### config.mk
export PLATFORM = sky130hd
export DESIGN_NAME = tbcc_top
export DESIGN_NICKNAME = d
export VERILOG_FILES = /design/src/core/tbcc_pkg.sv /design/src/core/tbcc_top.sv /design/src/core/tbcc_pin_sync.sv
export SDC_FILE = /design/constraint.sdc
export NUM_CORES = 1
export LEC_CHECK = 0
export BUFFER_PORTS_ARGS = -buffer_cell sky130_fd_sc_hd__buf_2
export CAP_MARGIN = 30
export CELL_PAD_IN_SITES_DETAIL_PLACEMENT = 1
export CELL_PAD_IN_SITES_GLOBAL_PLACEMENT = 2
export CORE_UTILIZATION = 34
export CTS_CLUSTER_SIZE = 12
export DETAILED_ROUTE_END_ITERATION = 8
export PLACE_DENSITY = 0.92
export RECOVER_POWER = 50
export SETUP_SLACK_MARGIN = 0.3
export SYNTH_ARGS = -nofsm -noshare
export SYNTH_HDL_FRONTEND = slang
export SYNTH_SLANG_ARGS = --single-unit
### constraint.sdc
create_clock -name pclk -period 2.9 [get_ports pclk]
set_input_delay 0.435 -clock pclk [delete_from_list [all_inputs] [get_ports pclk]]
set_output_delay 0.435 -clock pclk [all_outputs]
set_load 0.01 [all_outputs]
### src/core/tbcc_pkg.sv
// constants, register map and decode helpers for the timer channel block
package tbcc_pkg;

	// ========================================================================
	// register indexes (byte address is four times the index)
	localparam logic [7:0] CH0_CTRL_IDX = 8'h30;
	localparam logic [7:0] CH0_HI_IDX   = 8'h31;
	localparam logic [7:0] CH0_LO_IDX   = 8'h32;
	localparam logic [7:0] CH1_CTRL_IDX = 8'h33;
	localparam logic [7:0] CH1_HI_IDX   = 8'h34;
	localparam logic [7:0] CH1_LO_IDX   = 8'h35;

	// ========================================================================
	// channel control field positions
	localparam int FLAG_BIT   = 7;
	localparam int BUF_BIT    = 5;
	localparam int MSA_BIT    = 4;
	localparam int ELS_HI_BIT = 3;
	localparam int ELS_LO_BIT = 2;
	localparam int TOV_BIT    = 1;
	localparam int MAX_BIT    = 0;

	// ========================================================================
	// reset values and edge/level codes
	localparam logic       CTRL_BIT_RST = 1'b0;
	localparam logic [1:0] ELS_RST      = 2'h0;
	localparam logic [1:0] ELS_OFF      = 2'h0;
	localparam logic [1:0] ELS_ONE      = 2'h1; // rising / toggle
	localparam logic [1:0] ELS_TWO      = 2'h2; // falling / clear
	localparam logic [1:0] ELS_BOTH     = 2'h3; // either / set

	// ========================================================================
	// channel operating mode
	typedef enum logic [1:0]
	{
		MODE_CAPTURE  = 2'b00,
		MODE_COMPARE  = 2'b01,
		MODE_BUFFERED = 2'b11
	} tbcc_mode_e;

	// byte address of a register index
	function automatic logic [7:0] byte_addr(input logic [7:0] idx);
		return {idx[5:0], 2'b00};
	endfunction

	// mode from the buffered and mode-select-A bits
	function automatic tbcc_mode_e chan_mode(input logic buf_sel,
	                                         input logic msa);
		if (buf_sel)
			return MODE_BUFFERED;
		else if (msa)
			return MODE_COMPARE;
		else
			return MODE_CAPTURE;
	endfunction

endpackage

### src/core/tbcc_top.sv
// two capture/compare channels of timer unit b behind an apb slave
// ============================================================================
`timescale 1ns/1ps
module tbcc_top
(
	input  wire logic        pclk,              // bus clock, 50 MHz
	input  wire logic        presetn,           // async reset, active low
	input  wire logic        psel,              // apb select
	input  wire logic        penable,           // apb access phase
	input  wire logic        pwrite,            // apb write
	input  wire logic [7:0]  paddr,             // apb byte address
	input  wire logic [31:0] pwdata,            // apb write data
	output logic      [31:0] prdata,            // apb read data
	output logic             pready,            // apb ready
	output logic             pslverr,           // apb error, unmapped
	input  wire logic [15:0] counter_value,     // shared timer count
	input  wire logic        counter_wrap,      // overflow pulse
	input  wire logic        counter_halt,      // counter stopped level
	input  wire logic [1:0]  channel_pin_in,    // pin levels, async
	output logic      [1:0]  channel_pin_out,   // pin drive level
	output logic      [1:0]  channel_pin_oe_n   // low while driving pin
);

	// ========================================================================
	// state
	logic             flag_reg     [2];
	logic             arm_reg      [2];
	logic             msa_reg      [2];
	logic [1:0]       els_reg      [2];
	logic             tov_reg      [2];
	logic             max_reg      [2];
	logic             max_eff_reg  [2];
	logic             lock_reg     [2];
	logic             inhib_reg    [2];
	logic             out_reg      [2];
	logic             mprev_reg    [2];
	logic [15:0]      value_reg    [2];
	logic             buf_reg;
	logic             act_sel_reg;
	logic             last_wr_reg;
	logic [31:0]      prdata_reg;
	logic             pready_reg;
	logic             pslverr_reg;
	logic [1:0]       pin_out_reg;
	logic [1:0]       pin_oe_n_reg;

	// ========================================================================
	// decode
	logic             setup;
	logic             wr_acc;
	logic             rd_acc;
	logic             ctrl_hit     [2];
	logic             hi_hit       [2];
	logic             lo_hit       [2];
	logic             active       [2];
	logic             connected    [2];
	logic             cmp_mode     [2];
	logic             cap_mode     [2];
	logic [15:0]      cmp_val      [2];
	logic             match_now    [2];
	logic             match_evt    [2];
	logic             cap_evt      [2];
	logic             trig         [2];
	logic             wrap_tog     [2];
	logic             zero_duty    [2];
	logic             full_duty    [2];
	logic [1:0]       rise;
	logic [1:0]       fall;
	tbcc_pkg::tbcc_mode_e mode     [2];

	tbcc_pin_sync u_sync
	(
		.pclk    (pclk),
		.presetn (presetn),
		.pin_in  (channel_pin_in),
		.rise    (rise),
		.fall    (fall)
	);

	// apb phases; access completes in its first cycle
	assign setup  = psel & ~penable;
	assign wr_acc = psel & penable & pready_reg & pwrite;
	assign rd_acc = psel & penable & pready_reg & ~pwrite;

	assign ctrl_hit[0] = paddr == tbcc_pkg::byte_addr(tbcc_pkg::CH0_CTRL_IDX);
	assign hi_hit[0]   = paddr == tbcc_pkg::byte_addr(tbcc_pkg::CH0_HI_IDX);
	assign lo_hit[0]   = paddr == tbcc_pkg::byte_addr(tbcc_pkg::CH0_LO_IDX);
	assign ctrl_hit[1] = paddr == tbcc_pkg::byte_addr(tbcc_pkg::CH1_CTRL_IDX);
	assign hi_hit[1]   = paddr == tbcc_pkg::byte_addr(tbcc_pkg::CH1_HI_IDX);
	assign lo_hit[1]   = paddr == tbcc_pkg::byte_addr(tbcc_pkg::CH1_LO_IDX);

	// channel 1 is parked while channel 0 runs buffered
	assign active[0] = 1'b1;
	assign active[1] = ~buf_reg;

	// per-channel event decode
	always_comb
	begin
		for (int c = 0; c < 2; c++)
		begin
			mode[c] = tbcc_pkg::chan_mode((c == 0) ? buf_reg : 1'b0,
			                              msa_reg[c]);
			connected[c] = active[c] & (els_reg[c] != tbcc_pkg::ELS_OFF);
			cmp_mode[c]  = active[c] & (mode[c] != tbcc_pkg::MODE_CAPTURE);
			cap_mode[c]  = connected[c] & (mode[c] == tbcc_pkg::MODE_CAPTURE);
			unique case (els_reg[c])
				tbcc_pkg::ELS_ONE:  trig[c] = rise[c];
				tbcc_pkg::ELS_TWO:  trig[c] = fall[c];
				tbcc_pkg::ELS_BOTH: trig[c] = rise[c] | fall[c];
				tbcc_pkg::ELS_OFF:  trig[c] = 1'b0;
			endcase
			// halted counter also inhibits captures
			cap_evt[c] = cap_mode[c] & trig[c] & ~lock_reg[c] &
			             ~counter_halt;
			wrap_tog[c] = cmp_mode[c] & connected[c] & tov_reg[c] &
			              counter_wrap;
			zero_duty[c] = cmp_mode[c] & (els_reg[c] == tbcc_pkg::ELS_TWO) &
			               ~tov_reg[c] & ~max_eff_reg[c];
			full_duty[c] = cmp_mode[c] & (els_reg[c] == tbcc_pkg::ELS_TWO) &
			               tov_reg[c] & max_eff_reg[c];
		end
		// buffered channel 0 compares against the selected register
		cmp_val[0] = (buf_reg && act_sel_reg) ? value_reg[1]
		                                      : value_reg[0];
		cmp_val[1] = value_reg[1];
		for (int c = 0; c < 2; c++)
		begin
			// match counted once as the count arrives at the value
			match_now[c] = counter_value == cmp_val[c];
			match_evt[c] = cmp_mode[c] & match_now[c] & ~mprev_reg[c] &
			               ~inhib_reg[c];
		end
	end

	// ========================================================================
	// apb response: read data and error latched in the setup cycle
	always_ff @(posedge pclk or negedge presetn)
	begin
		if (!presetn)
		begin
			prdata_reg  <= 32'h0000_0000;
			pready_reg  <= 1'b0;
			pslverr_reg <= 1'b0;
		end
		else
		begin
			pready_reg  <= setup;
			pslverr_reg <= setup & ~(ctrl_hit[0] | hi_hit[0] | lo_hit[0] |
			                         ctrl_hit[1] | hi_hit[1] | lo_hit[1]);
			if (setup)
			begin
				prdata_reg <= 32'h0000_0000;
				for (int c = 0; c < 2; c++)
				begin
					if (ctrl_hit[c])
						prdata_reg[7:0] <= {flag_reg[c], 1'b0,
						                    (c == 0) ? buf_reg : 1'b0,
						                    msa_reg[c], els_reg[c],
						                    tov_reg[c], max_reg[c]};
					if (hi_hit[c])
						prdata_reg[7:0] <= value_reg[c][15:8];
					if (lo_hit[c])
						prdata_reg[7:0] <= value_reg[c][7:0];
				end
			end
		end
	end

	// ========================================================================
	// control bits; channel 1 writes ignored while parked
	always_ff @(posedge pclk or negedge presetn)
	begin
		if (!presetn)
		begin
			buf_reg <= tbcc_pkg::CTRL_BIT_RST;
			for (int c = 0; c < 2; c++)
			begin
				msa_reg[c] <= tbcc_pkg::CTRL_BIT_RST;
				els_reg[c] <= tbcc_pkg::ELS_RST;
				tov_reg[c] <= tbcc_pkg::CTRL_BIT_RST;
				max_reg[c] <= tbcc_pkg::CTRL_BIT_RST;
			end
		end
		else
		begin
			if (wr_acc && ctrl_hit[0])
				buf_reg <= pwdata[tbcc_pkg::BUF_BIT];
			for (int c = 0; c < 2; c++)
			begin
				if (wr_acc && ctrl_hit[c] && active[c])
				begin
					msa_reg[c] <= pwdata[tbcc_pkg::MSA_BIT];
					els_reg[c] <= pwdata[tbcc_pkg::ELS_HI_BIT:
					                     tbcc_pkg::ELS_LO_BIT];
					tov_reg[c] <= pwdata[tbcc_pkg::TOV_BIT];
					max_reg[c] <= pwdata[tbcc_pkg::MAX_BIT];
				end
			end
		end
	end

	// ========================================================================
	// event flags: set wins over the two-step clear
	always_ff @(posedge pclk or negedge presetn)
	begin
		if (!presetn)
		begin
			for (int c = 0; c < 2; c++)
			begin
				flag_reg[c] <= 1'b0;
				arm_reg[c]  <= 1'b0;
			end
		end
		else
		begin
			for (int c = 0; c < 2; c++)
			begin
				if (rd_acc && ctrl_hit[c] && prdata_reg[tbcc_pkg::FLAG_BIT])
					arm_reg[c] <= 1'b1;
				else if (wr_acc && ctrl_hit[c])
					arm_reg[c] <= 1'b0;
				if (match_evt[c] || cap_evt[c])
					flag_reg[c] <= 1'b1;
				else if (wr_acc && ctrl_hit[c] && active[c] && arm_reg[c] &&
				         !pwdata[tbcc_pkg::FLAG_BIT])
					flag_reg[c] <= 1'b0;
			end
		end
	end

	// ========================================================================
	// value registers keep no reset value
	always_ff @(posedge pclk)
	begin
		for (int c = 0; c < 2; c++)
		begin
			if (cap_evt[c])
				value_reg[c] <= counter_value;
			else if (wr_acc && hi_hit[c])
				value_reg[c][15:8] <= pwdata[7:0];
			else if (wr_acc && lo_hit[c])
				value_reg[c][7:0] <= pwdata[7:0];
		end
	end

	// high/low byte coherency: capture lock and compare inhibit
	always_ff @(posedge pclk or negedge presetn)
	begin
		if (!presetn)
		begin
			for (int c = 0; c < 2; c++)
			begin
				lock_reg[c]  <= 1'b0;
				inhib_reg[c] <= 1'b0;
			end
		end
		else
		begin
			for (int c = 0; c < 2; c++)
			begin
				if (rd_acc && hi_hit[c] && cap_mode[c])
					lock_reg[c] <= 1'b1;
				else if (rd_acc && lo_hit[c])
					lock_reg[c] <= 1'b0;
				if (wr_acc && hi_hit[c] && cmp_mode[c])
					inhib_reg[c] <= 1'b1;
				else if (wr_acc && lo_hit[c])
					inhib_reg[c] <= 1'b0;
			end
		end
	end

	// ========================================================================
	// buffered compare source swaps only at overflow, so no glitch mid-period
	always_ff @(posedge pclk or negedge presetn)
	begin
		if (!presetn)
		begin
			act_sel_reg <= 1'b0;
			last_wr_reg <= 1'b0;
		end
		else
		begin
			if (wr_acc && lo_hit[0])
				last_wr_reg <= 1'b0;
			else if (wr_acc && lo_hit[1])
				last_wr_reg <= 1'b1;
			if (!buf_reg)
				act_sel_reg <= 1'b0;
			else if (counter_wrap)
				act_sel_reg <= last_wr_reg;
		end
	end

	// ========================================================================
	// channel output level
	always_ff @(posedge pclk or negedge presetn)
	begin
		if (!presetn)
		begin
			for (int c = 0; c < 2; c++)
			begin
				out_reg[c]     <= 1'b0;
				mprev_reg[c]   <= 1'b0;
				max_eff_reg[c] <= 1'b0;
			end
		end
		else
		begin
			for (int c = 0; c < 2; c++)
			begin
				mprev_reg[c] <= match_now[c];
				// full-duty request waits for the next period boundary
				if (counter_wrap)
					max_eff_reg[c] <= max_reg[c];
				if (!connected[c])
					out_reg[c] <= ~msa_reg[c];
				else if (!cmp_mode[c])
					out_reg[c] <= out_reg[c];
				else if (zero_duty[c])
					out_reg[c] <= 1'b0;
				else if (full_duty[c])
					out_reg[c] <= 1'b1;
				else if (wrap_tog[c])
					out_reg[c] <= ~out_reg[c];
				else if (match_evt[c])
				begin
					unique case (els_reg[c])
						tbcc_pkg::ELS_ONE:  out_reg[c] <= ~out_reg[c];
						tbcc_pkg::ELS_TWO:  out_reg[c] <= 1'b0;
						tbcc_pkg::ELS_BOTH: out_reg[c] <= 1'b1;
						tbcc_pkg::ELS_OFF:  out_reg[c] <= out_reg[c];
					endcase
				end
			end
		end
	end

	// pin driven only in a connected compare mode
	always_ff @(posedge pclk or negedge presetn)
	begin
		if (!presetn)
		begin
			pin_out_reg  <= 2'h0;
			pin_oe_n_reg <= 2'h3;
		end
		else
		begin
			for (int c = 0; c < 2; c++)
			begin
				pin_out_reg[c]  <= out_reg[c];
				pin_oe_n_reg[c] <= ~(connected[c] & cmp_mode[c]);
			end
		end
	end

	assign prdata           = prdata_reg;
	assign pready           = pready_reg;
	assign pslverr          = pslverr_reg;
	assign channel_pin_out  = pin_out_reg;
	assign channel_pin_oe_n = pin_oe_n_reg;
endmodule

### src/core/tbcc_pin_sync.sv
// two-stage pin synchroniser with edge detection for both channel pins
`timescale 1ns/1ps
module tbcc_pin_sync
(
	input  wire logic       pclk,    // bus clock
	input  wire logic       presetn, // async reset, active low
	input  wire logic [1:0] pin_in,  // raw pin levels
	output logic      [1:0] rise,    // one-cycle rising edge pulse
	output logic      [1:0] fall     // one-cycle falling edge pulse
);

	logic [1:0] meta_reg;
	logic [1:0] sync_reg;
	logic [1:0] prev_reg;

	// ========================================================================
	// first stage feeds only the second stage
	always_ff @(posedge pclk or negedge presetn)
	begin
		if (!presetn)
		begin
			meta_reg <= 2'h0;
			sync_reg <= 2'h0;
			prev_reg <= 2'h0;
		end
		else
		begin
			meta_reg <= pin_in;
			sync_reg <= meta_reg;
			prev_reg <= sync_reg;
		end
	end

	// edges seen on the settled copy only
	assign rise = sync_reg & ~prev_reg;
	assign fall = ~sync_reg & prev_reg;

endmodule

# Word level (Yosys, flattened, before mapping)
# Memory sizes are Yosys's and may differ from the RTL's.
# Cells that the tools add are included.
# word_totals
register_bits	47
ram_bits	32
output_inout_bits	38
word_cells	243
memories	1
# memory_table
memory	depth	width	rd	rd_ports_with_merged_regs	write_ports	line	source
value_reg	2	16	2	0	2	tbcc_top.sv:37	logic [15:0] value_reg [2];
# classes
eq_ne	21
mux	68
bitwise	74
n_reduce_logical	46
# ops
cell	count
8-bit 2-to-1 mux	10
1-bit 2-to-1 mux	52
8-bit equality test (second input constant)	6
1-bit AND	38
16-bit equality test	2
2-bit nonzero test	13
1-bit logical AND	24
1-bit NOT	21
16-bit 2-to-1 mux	1
1-bit OR	11
5-bit by 1-bit inequality test with 1-bit output (second input constant)	2
5-bit inequality test (second input constant)	2
2-bit equality test (second input constant)	4
2-bit logical NOT	4
1-bit one-hot mux with 4 select lines	2
1-bit one-hot mux with 3 select lines	2
3-bit AND reduction	2
2-bit AND	2
2-bit by 1-bit equality test with 1-bit output (second input constant)	2
2-bit by 1-bit inequality test with 1-bit output (second input constant)	2
2-bit NOT	2
1-bit logical OR	2
2-bit 2-to-1 mux	1
2-bit inequality test (second input constant)	1
1-bit logical NOT	1

# Logic depth before layout (Yosys ltp)
# Gate-level depths: netlist of run 1.
# logic_depth
depth_word	12
mapped_depth	9
mapped_depth_nobuf	8

# Hierarchy
# Synthesis of run 1 repeated with hierarchy kept, for this count alone.
# unflattened
cells_unflattened	434
hier_area_um2	4515.6
# modules_own_cells
module	instances	cells_per_inst	area_per_inst_um2	seq_area_each_um2
tbcc_top	1	424	4330.4	1989.4
tbcc_pin_sync	1	10	185.2	150.1

# Least setup slack after synthesis of run 1
# No wires, ideal clock.
# synth_timing
kind	input to register
start	input port paddr[4]
end	memory value_reg[0][0] (enable)
t_arrival_ns	1.827
required_ns	2.516
slack_ns	0.689
cell_stages	4
n_path_buf	1
path_cell_list	nand3b_1 or3b_1 buf_2 o21ai_0
# synth_lines
item	line	source
from (decl)	tbcc_top.sv:11	input wire logic [7:0] paddr,
to (decl)	tbcc_top.sv:37	

==> results by group, run 1 <==
Pwr
  – Peak VDD IR: approximately 0.00026 V
  – Leakage: about 2.1 nW
  – Pwr dens: roughly 480 nW/um2

Setup path
  – WP buf/inv: 1
  – Top delay family on crit path: simple AND/OR/NAND/NOR gates
  – Crit path largest cell delay: 0.57 ns
  – WP data arrival: around 2.7 ns
  – Worst Path Max Fanout: 9
  – Crit path launch type: flip-flop
  – Critical Path Slowest Stage Cell: dfrtp_1
  – WP data required: 2.99 ns
  – Setup crit end kind: flip-flop
  – Crit path kind: flip-flop to flip-flop
  – Crit-path cells: clkbuf_1 > nor3_1 > and4bb_2 > nor3_2 > mux2_1

Floorplanning
  – I/O Pins: 103
  – Starting density of the core: 0.3504
  – Die Ht: 119.3 um
  – Core area: 13350 um2
  – Rows: 42
  – DIE WIDTH: 119.3 um
  – Die ar.: 14230 um2

Timing
  – Endpoints failing setup: 0
  – Fmax: 385.0 MHz
  – Final Skew: 0.009229 ns
  – Setup_tns: 0 ns
  – Fin crit period: 2.597 ns
  – Final-report max-slew violation count: 0
  – Fin crit share: 0.8957
  – Final Hold Viols: 0
  – Least-Margin Pin Slew: 0.8698 ns
  – Unrepaired setup endpoints after global routing: no
  – Max_slew headroom: 0.4202

Status
  – Outcome: completed

Placed design
  – DP HPWL: 11180 um
  – GPL Wtd Cong: 0.9069
  – Port bufs: 54

Detailed routing
  – Drt first pass iters: 5
  – Routed wire length: 14660 um
  – Vias: 3900
  – DR vias/cell: 5.516
  – DRT iter0 DRCs: 322
  – Wire length per cell: 20.74 um
  – Antenna viol nets, final: 0
  – Drt drc: 0

Yosys
  – Ys async rst share: 0.5949
  – Top FF cell, synth: dfrtp_1
  – Most frequent cell after synthesis: dfrtp_1
  – Fraction of the yosys area taken by sequential cells: 0.4575
  – Post-synth top cells: 45 x dfrtp_1, 41 x nand2_1, 35 x nor2_1
  – Post-synth top area share: 0.2408
  – Post-synth top area cell: dfrtp_1
  – Mapped Cells: 469
  – Avg Inst Size Synth: 9.972 um2
  – Post-synthesis register bit count: 79
  – Synth area leaders: dfrtp_1 24%, edfxtp_1 21%, mux2_1 7.5%, buf_4 3.9%, nand2_1 3.3%
  – Netlist Area Pre-Place: 4677 um2
  – Synth warn: 0
  – Yosys cell types: 69
  – Number of synthesized flops with an enable pin: 32

Clocking
  – Post-CTS sizing: 0
  – Worst-path clk slew: 0.06 ns
  – Clk root buf: clkbuf_16
  – Clk sinks: 79
  – Maximum buffer depth of the clock tree: 2
  – H-tree levels: 3
  – CTS tree: done
  – Clk Latency, worst-skew pair: between 0.3 and 0.4 ns
  – CTS buffer count: 9

Global routing
  – Largest net degree at the start of global routing: 35
  – Vias in the first global route: 3834
  – Overall track demand over capacity in global routing: 0.2151
  – Global-route wire length before repair: ~23000 um
  – Initial antenna violation count: 0
  – Total gr overflow: 0

Layout
  – Nets: roughly 600
  – Synth-to-layout area growth: 13.96%
  – Antenna diode count: 0
  – Layout cell share with drive strength beyond 1: 0.1563
  – Max reg flops: 32
  – Post-Route Utilization: 0.3993

Min path
  – HP Class: input pin to flip-flop

Job
  – Maxcap violations: 0
-- metal layers --
metal | track usage | wire, um
met5 | 0 | 0
met4 | 0.07911 | 277
met3 | 0.03113 | 814
met2 | 0.3318 | 6679
met1 | 0.3046 | 6893
-- worst reg2reg max path, stage by stage (launching register included) --
cell,delay [ns]
dfrtp_1,0.57
clkbuf_1,0.42
nor3_1,0.17
and4bb_2,0.31
nor3_2,0.49
mux2_1,0.38
-- cell families (layout without fill, tap and decap cells) --
family | after synthesis | count (layout) | share of synthesized area
AO/OA/AOI/OAI | 112 | 112 | 0.1661
XOR/XNOR | 13 | 13 | 0.02434
other | 1 | 24 | 0.0008018
AND/OR/NAND/NOR | 150 | 150 | 0.1661
adder cells (fa/ha/maj) | 4 | 4 | 0.01070
buffers and inverters | 71 | 110 | 0.08160
multiplexers | 39 | 39 | 0.09283
flip-flops | 79 | 79 | 0.4575
-- report_power, final --
| group | total (W) | leakage, nW | internal (W) | switching [W] |
|---|---|---|---|---|
| Clock | 0.00113 | 0.142 | 0.000663 | 0.000463 |
| Sequential | 0.00119 | 0.873 | 0.00118 | 0.00000968 |
| Combinational | 0.000219 | 1.10 | 0.0000739 | 0.000145 |
-- layout make-up --
cell class | count | area [um2]
Fill cell | 1558 | 8018
Multi-Input combinational cell | 342 | 2232
Sequential cell | 79 | 2140
Timing Repair Buffer | 69 | 354.1
Clock buffer | 10 | 229.0
Tap cell | 176 | 220.2
Inverter | 25 | 93.84
Clock inverter | 6 | 61.31
-- metrics by stage --
stage	worst slack [ns]	total power (W)	instances	hold slack [ns]	area, um2
2_1_floorplan	0.6887	0.001342	492	0.1394	4763
3_3_place_gp	0.4901	0.001419	689	0.3388	5064
4_1_cts	0.5282	0.002561	707	0.1830	5384
3_5_place_dp	0.4448	0.001430	690	0.3411	5084
6_report	0.3026	0.002533	707	0.1895	5330
5_1_grt	0.1863	0.002621	707	0.1858	5330
-- placed cells by master (no fill, tap or decap), types with 5 or more instances in the layout --
master | netlist | layout
nand3_1 | 6 | 7
mux2_1 | 31 | 31
nand2b_1 | 17 | 17
o31ai_1 | 8 | 8
inv_1 | 22 | 22
buf_2 | 8 | 37
nand2_1 | 41 | 41
a32oi_1 | 6 | 6
a21oi_1 | 12 | 12
edfxtp_1 | 32 | 32
clkbuf_1 | 10 | 20
o221ai_1 | 5 | 5
nor2_1 | 35 | 35
o21ai_0 | 7 | 9
a31oi_1 | 7 | 7
xnor2_1 | 11 | 11
a22o_1 | 6 | 6
clkbuf_16 | 0 | 9
dfrtp_1 | 45 | 45
buf_4 | 24 | 11
nor3_1 | 11 | 12
o21ai_1 | 27 | 25
nor2b_1 | 7 | 7
conb_1 | 1 | 24
-- final timing paths --
path,slack [ns],cells after the start,endpoint,start
max reg2reg,0.30,5,value_reg[1][0],buf_reg
min,0.19,1,u_sync.meta_reg[0],channel_pin_in[0]
min in group asynchronous,0.68,2,pslverr,presetn
max,0.30,5,value_reg[1][0],buf_reg
min reg2reg,0.36,0,u_sync.sync_reg[1],u_sync.meta_reg[1]
max in group asynchronous,0.90,3,last_wr_reg,presetn
-- timing repair --
item / CTS / global route
buffers inserted: 0 / 0
endpoints found under the hold margin: 10 / 0
hold buffers: 1 / 0
Power figures use the tool's default switching activity.
==> run 2, diff against run 1 <==
- PLACE_DENSITY: 0.92 -> unset
- PLACE_DENSITY_LB_ADDON: unset -> 0.1
==> run 2 against run 1 <==
- the flow now finishes with violations (capacitance limit, slew limit)
- sequential cell count is the same
- first-iteration DRC count shrank 41%
- setup slack better by 0.10 ns
- combinational power about the same
- critical endpoint is now value_reg[1][11]
==> results by group, run 2 (synthesized netlist as in run 1, its figures left out) <==
Timing
  – Final Skew: 0.008243 ns (-0.0009862 ns)
  – Setup_tns: 0 ns (unchanged)
  – Unrepaired setup endpoints after global routing: no
  – Fin crit share: 0.8607 (-0.03493)
  – Max_slew headroom: -0.2905 (-0.7107)
  – Final Hold Viols: 0 (unchanged)
  – Fin crit period: 2.496 ns (-0.1013 ns)
  – Fmax: 400.6 MHz (+4.1%)
  – Final-report max-slew violation count: 36 (+36)
  – Endpoints failing setup: 0 (unchanged)
  – Least-Margin Pin Slew: 1.936 ns (+1.066 ns)

Clocking
  – CTS buffer count: 9 (unchanged)
  – Post-CTS sizing: 0 (unchanged)
  – Post-CTS Hold Fix Bufs: 0 (-1)
  – Maximum buffer depth of the clock tree: 2 (unchanged)
  – CTS tree: done
  – Clk root buf: clkbuf_16
  – Post-CTS Setup Repair Bufs: 0 (unchanged)
  – Clk sinks: 79 (unchanged)
  – H-tree levels: 3 (unchanged)
  – Worst-path clk slew: 0.06 ns (about the same)
  – Clk Latency, worst-skew pair: 0.35 ns (about the same)

Detailed routing
  – Routed met2 length: 6858 um (+2.7%)
  – Vias: 3751 (-3.8%)
  – Antenna viol nets, final: 0 (unchanged)
  – Routed wire length: 14880 um (+1.5%)
  – DRT iter0 DRCs: 191 (-41%)
  – Drt first pass iters: 4 (-1)
  – Drt drc: 0 (unchanged)
  – DR top layer: met4
  – Wire length per cell: 20.96 um (+1.1%)
  – DR vias/cell: 5.283 (-4.2%)
  – WL met3: 757 um (-7.0%)
  – M1 wire length: 6969 um (+1.1%)

Layout
  – Most frequent cells in the layout: 45 x dfrtp_1, 41 x nand2_1, 38 x buf_2, 35 x nor2_1, 32 x edfxtp_1
  – Antenna diode count: 0 (unchanged)
  – Post-route cell area: 5344 um2 (+0.26%)
  – Number of fill cells: 1542 (-1.0%)
  – Max reg flops: 32 (unchanged)
  – Nets: 598 (+0.50%)
  – Layout cell share with drive strength beyond 1: 0.1592 (+0.002867)
  – Synth-to-layout area growth: 14.26%
  – Commonest non-fill, non-tap cell in the layout: dfrtp_1

Floorplanning
  – I/O Pins: 103 (unchanged)
  – Core area: 13350 um2 (unchanged)
  – DIE WIDTH: 119.3 um (unchanged)
  – Starting density of the core: 0.3504 (unchanged)
  – Die Ht: 119.3 um (unchanged)
  – Die ar.: 14230 um2 (unchanged)
  – Rows: 42 (unchanged)

Pwr
  – Switching power: 0.0006203 W (+0.51%)
  – Peak VDD IR: 0.0002169 V (-16%)
  – Clock share of power: 0.443 (-0.002)
  – Design Power: 0.002525 W (-0.29%)
  – Cell internal pwr: 0.001905 W (-0.54%)
  – Switching share of power: 0.2456 (+0.001942)
  – Pwr dens: 472.6 nW/um2 (-0.54%)
  – Leakage: 2.125 nW (+0.57%)
  – Fraction of power consumed by sequential logic: 0.470 (about the same)
  – Comb pwr share: 0.087 (about the same)

Setup path
  – Worst Path Max Fanout: 11 (+2)
  – Worst reg2reg startpoint: buf_reg
  – WP data arrival: 2.59 ns (-0.10 ns)
  – WP data required: 2.99 ns (about the same)
  – CP startpoint: buf_reg
  – Crit path kind: flip-flop to flip-flop
  – Setup crit end kind: flip-flop
  – Crit path launch type: flip-flop

Placed design
  – Port bufs: 54 (unchanged)
  – GPL Wtd Cong: 0.8734 (-3.7%)
  – Area of placed instances: 5101 um2 (+0.34%)
  – DP HPWL: 11500 um (+2.8%)

Status
  – Outcome: complete, but fails checks
  – Failing checks: capacitance limit, slew limit

Global routing
  – Vias in the first global route: 3842 (+0.21%)
  – Initial antenna violation count: 0 (unchanged)
  – Global-route wire length before repair: 23250 um (+3.0%)
  – Total gr overflow: 0 (unchanged)
  – Overall track demand over capacity in global routing: 0.2246 (+0.009523)
  – Largest net degree at the start of global routing: 36 (+2.9%)

Job
  – Maxcap violations: 1 (+1)

Min path
  – Min-Delay Startpoint: channel_pin_in[0]
  – HP Class: input pin to flip-flop
==> run 2: worst max-delay path: stages (launching register included) <==
cell      delay (ns)
dfrtp_1         0.54
clkbuf_1        0.42
nor3_1          0.17
and4bb_2        0.32
nor3_1          0.20
buf_4           0.24
mux2_1          0.35
==> run 2: layout make-up <==
cell class / instances / area (um2) / share of cell area
Clock buffer: 13 / 271.5 / 0.05081
Multi-Input combinational cell: 342 / 2237 / 0.4186
Tap cell: 176 / 220.2 / 0.04121
Sequential cell: 79 / 2140 / 0.4004
Timing Repair Buffer: 72 / 366.6 / 0.06860
Clock inverter: 3 / 15.01 / 0.002810
Inverter: 25 / 93.84 / 0.01756
==> run 2: per-layer routing <==
metal,GRT usage,vias to the layer above
met3,0.04741,16
li1,-,1773
met1,0.3014,1859
met5,0,-
met4,0.08782,0
met2,0.3521,103
==> run 2: through the flow <==
step / hold WS [ns] / std cells / utilization / setup WS [ns]
2_1_floorplan: 0.1394 / 492 / - / 0.6887
3_3_place_gp: 0.3337 / 694 / 0.3822 / 0.5169
3_5_place_dp: 0.3373 / 694 / 0.3822 / 0.4822
4_1_cts: 0.1813 / 710 / 0.4036 / 0.5796
5_1_grt: 0.1877 / 710 / 0.4004 / 0.2796
6_report: 0.1924 / 710 / 0.4004 / 0.4039
==> run 2: power groups by stage <==
stage	combinational [W]	sequential, W	clock, W
2_1_floorplan	0.000134	0.00121	0
3_3_place_gp	0.000220	0.00121	0
3_5_place_dp	0.000225	0.00121	0
4_1_cts	0.000226	0.00119	0.00115
5_1_grt	0.000244	0.00119	0.00119
6_report	0.000219	0.00119	0.00112
==> run 2: path summary, 6_finish.rpt <==
check	cells past startpoint	endpoint	slack (ns)
hold / removal	1	u_sync.meta_reg[0]	0.19
hold reg to reg	0	u_sync.sync_reg[1]	0.35
setup reg to reg	6	value_reg[1][11]	0.40
setup / recovery	6	value_reg[1][11]	0.40
max in group asynchronous	2	tov_reg[0]	1.16
min in group asynchronous	1	inhib_reg[0]	0.62
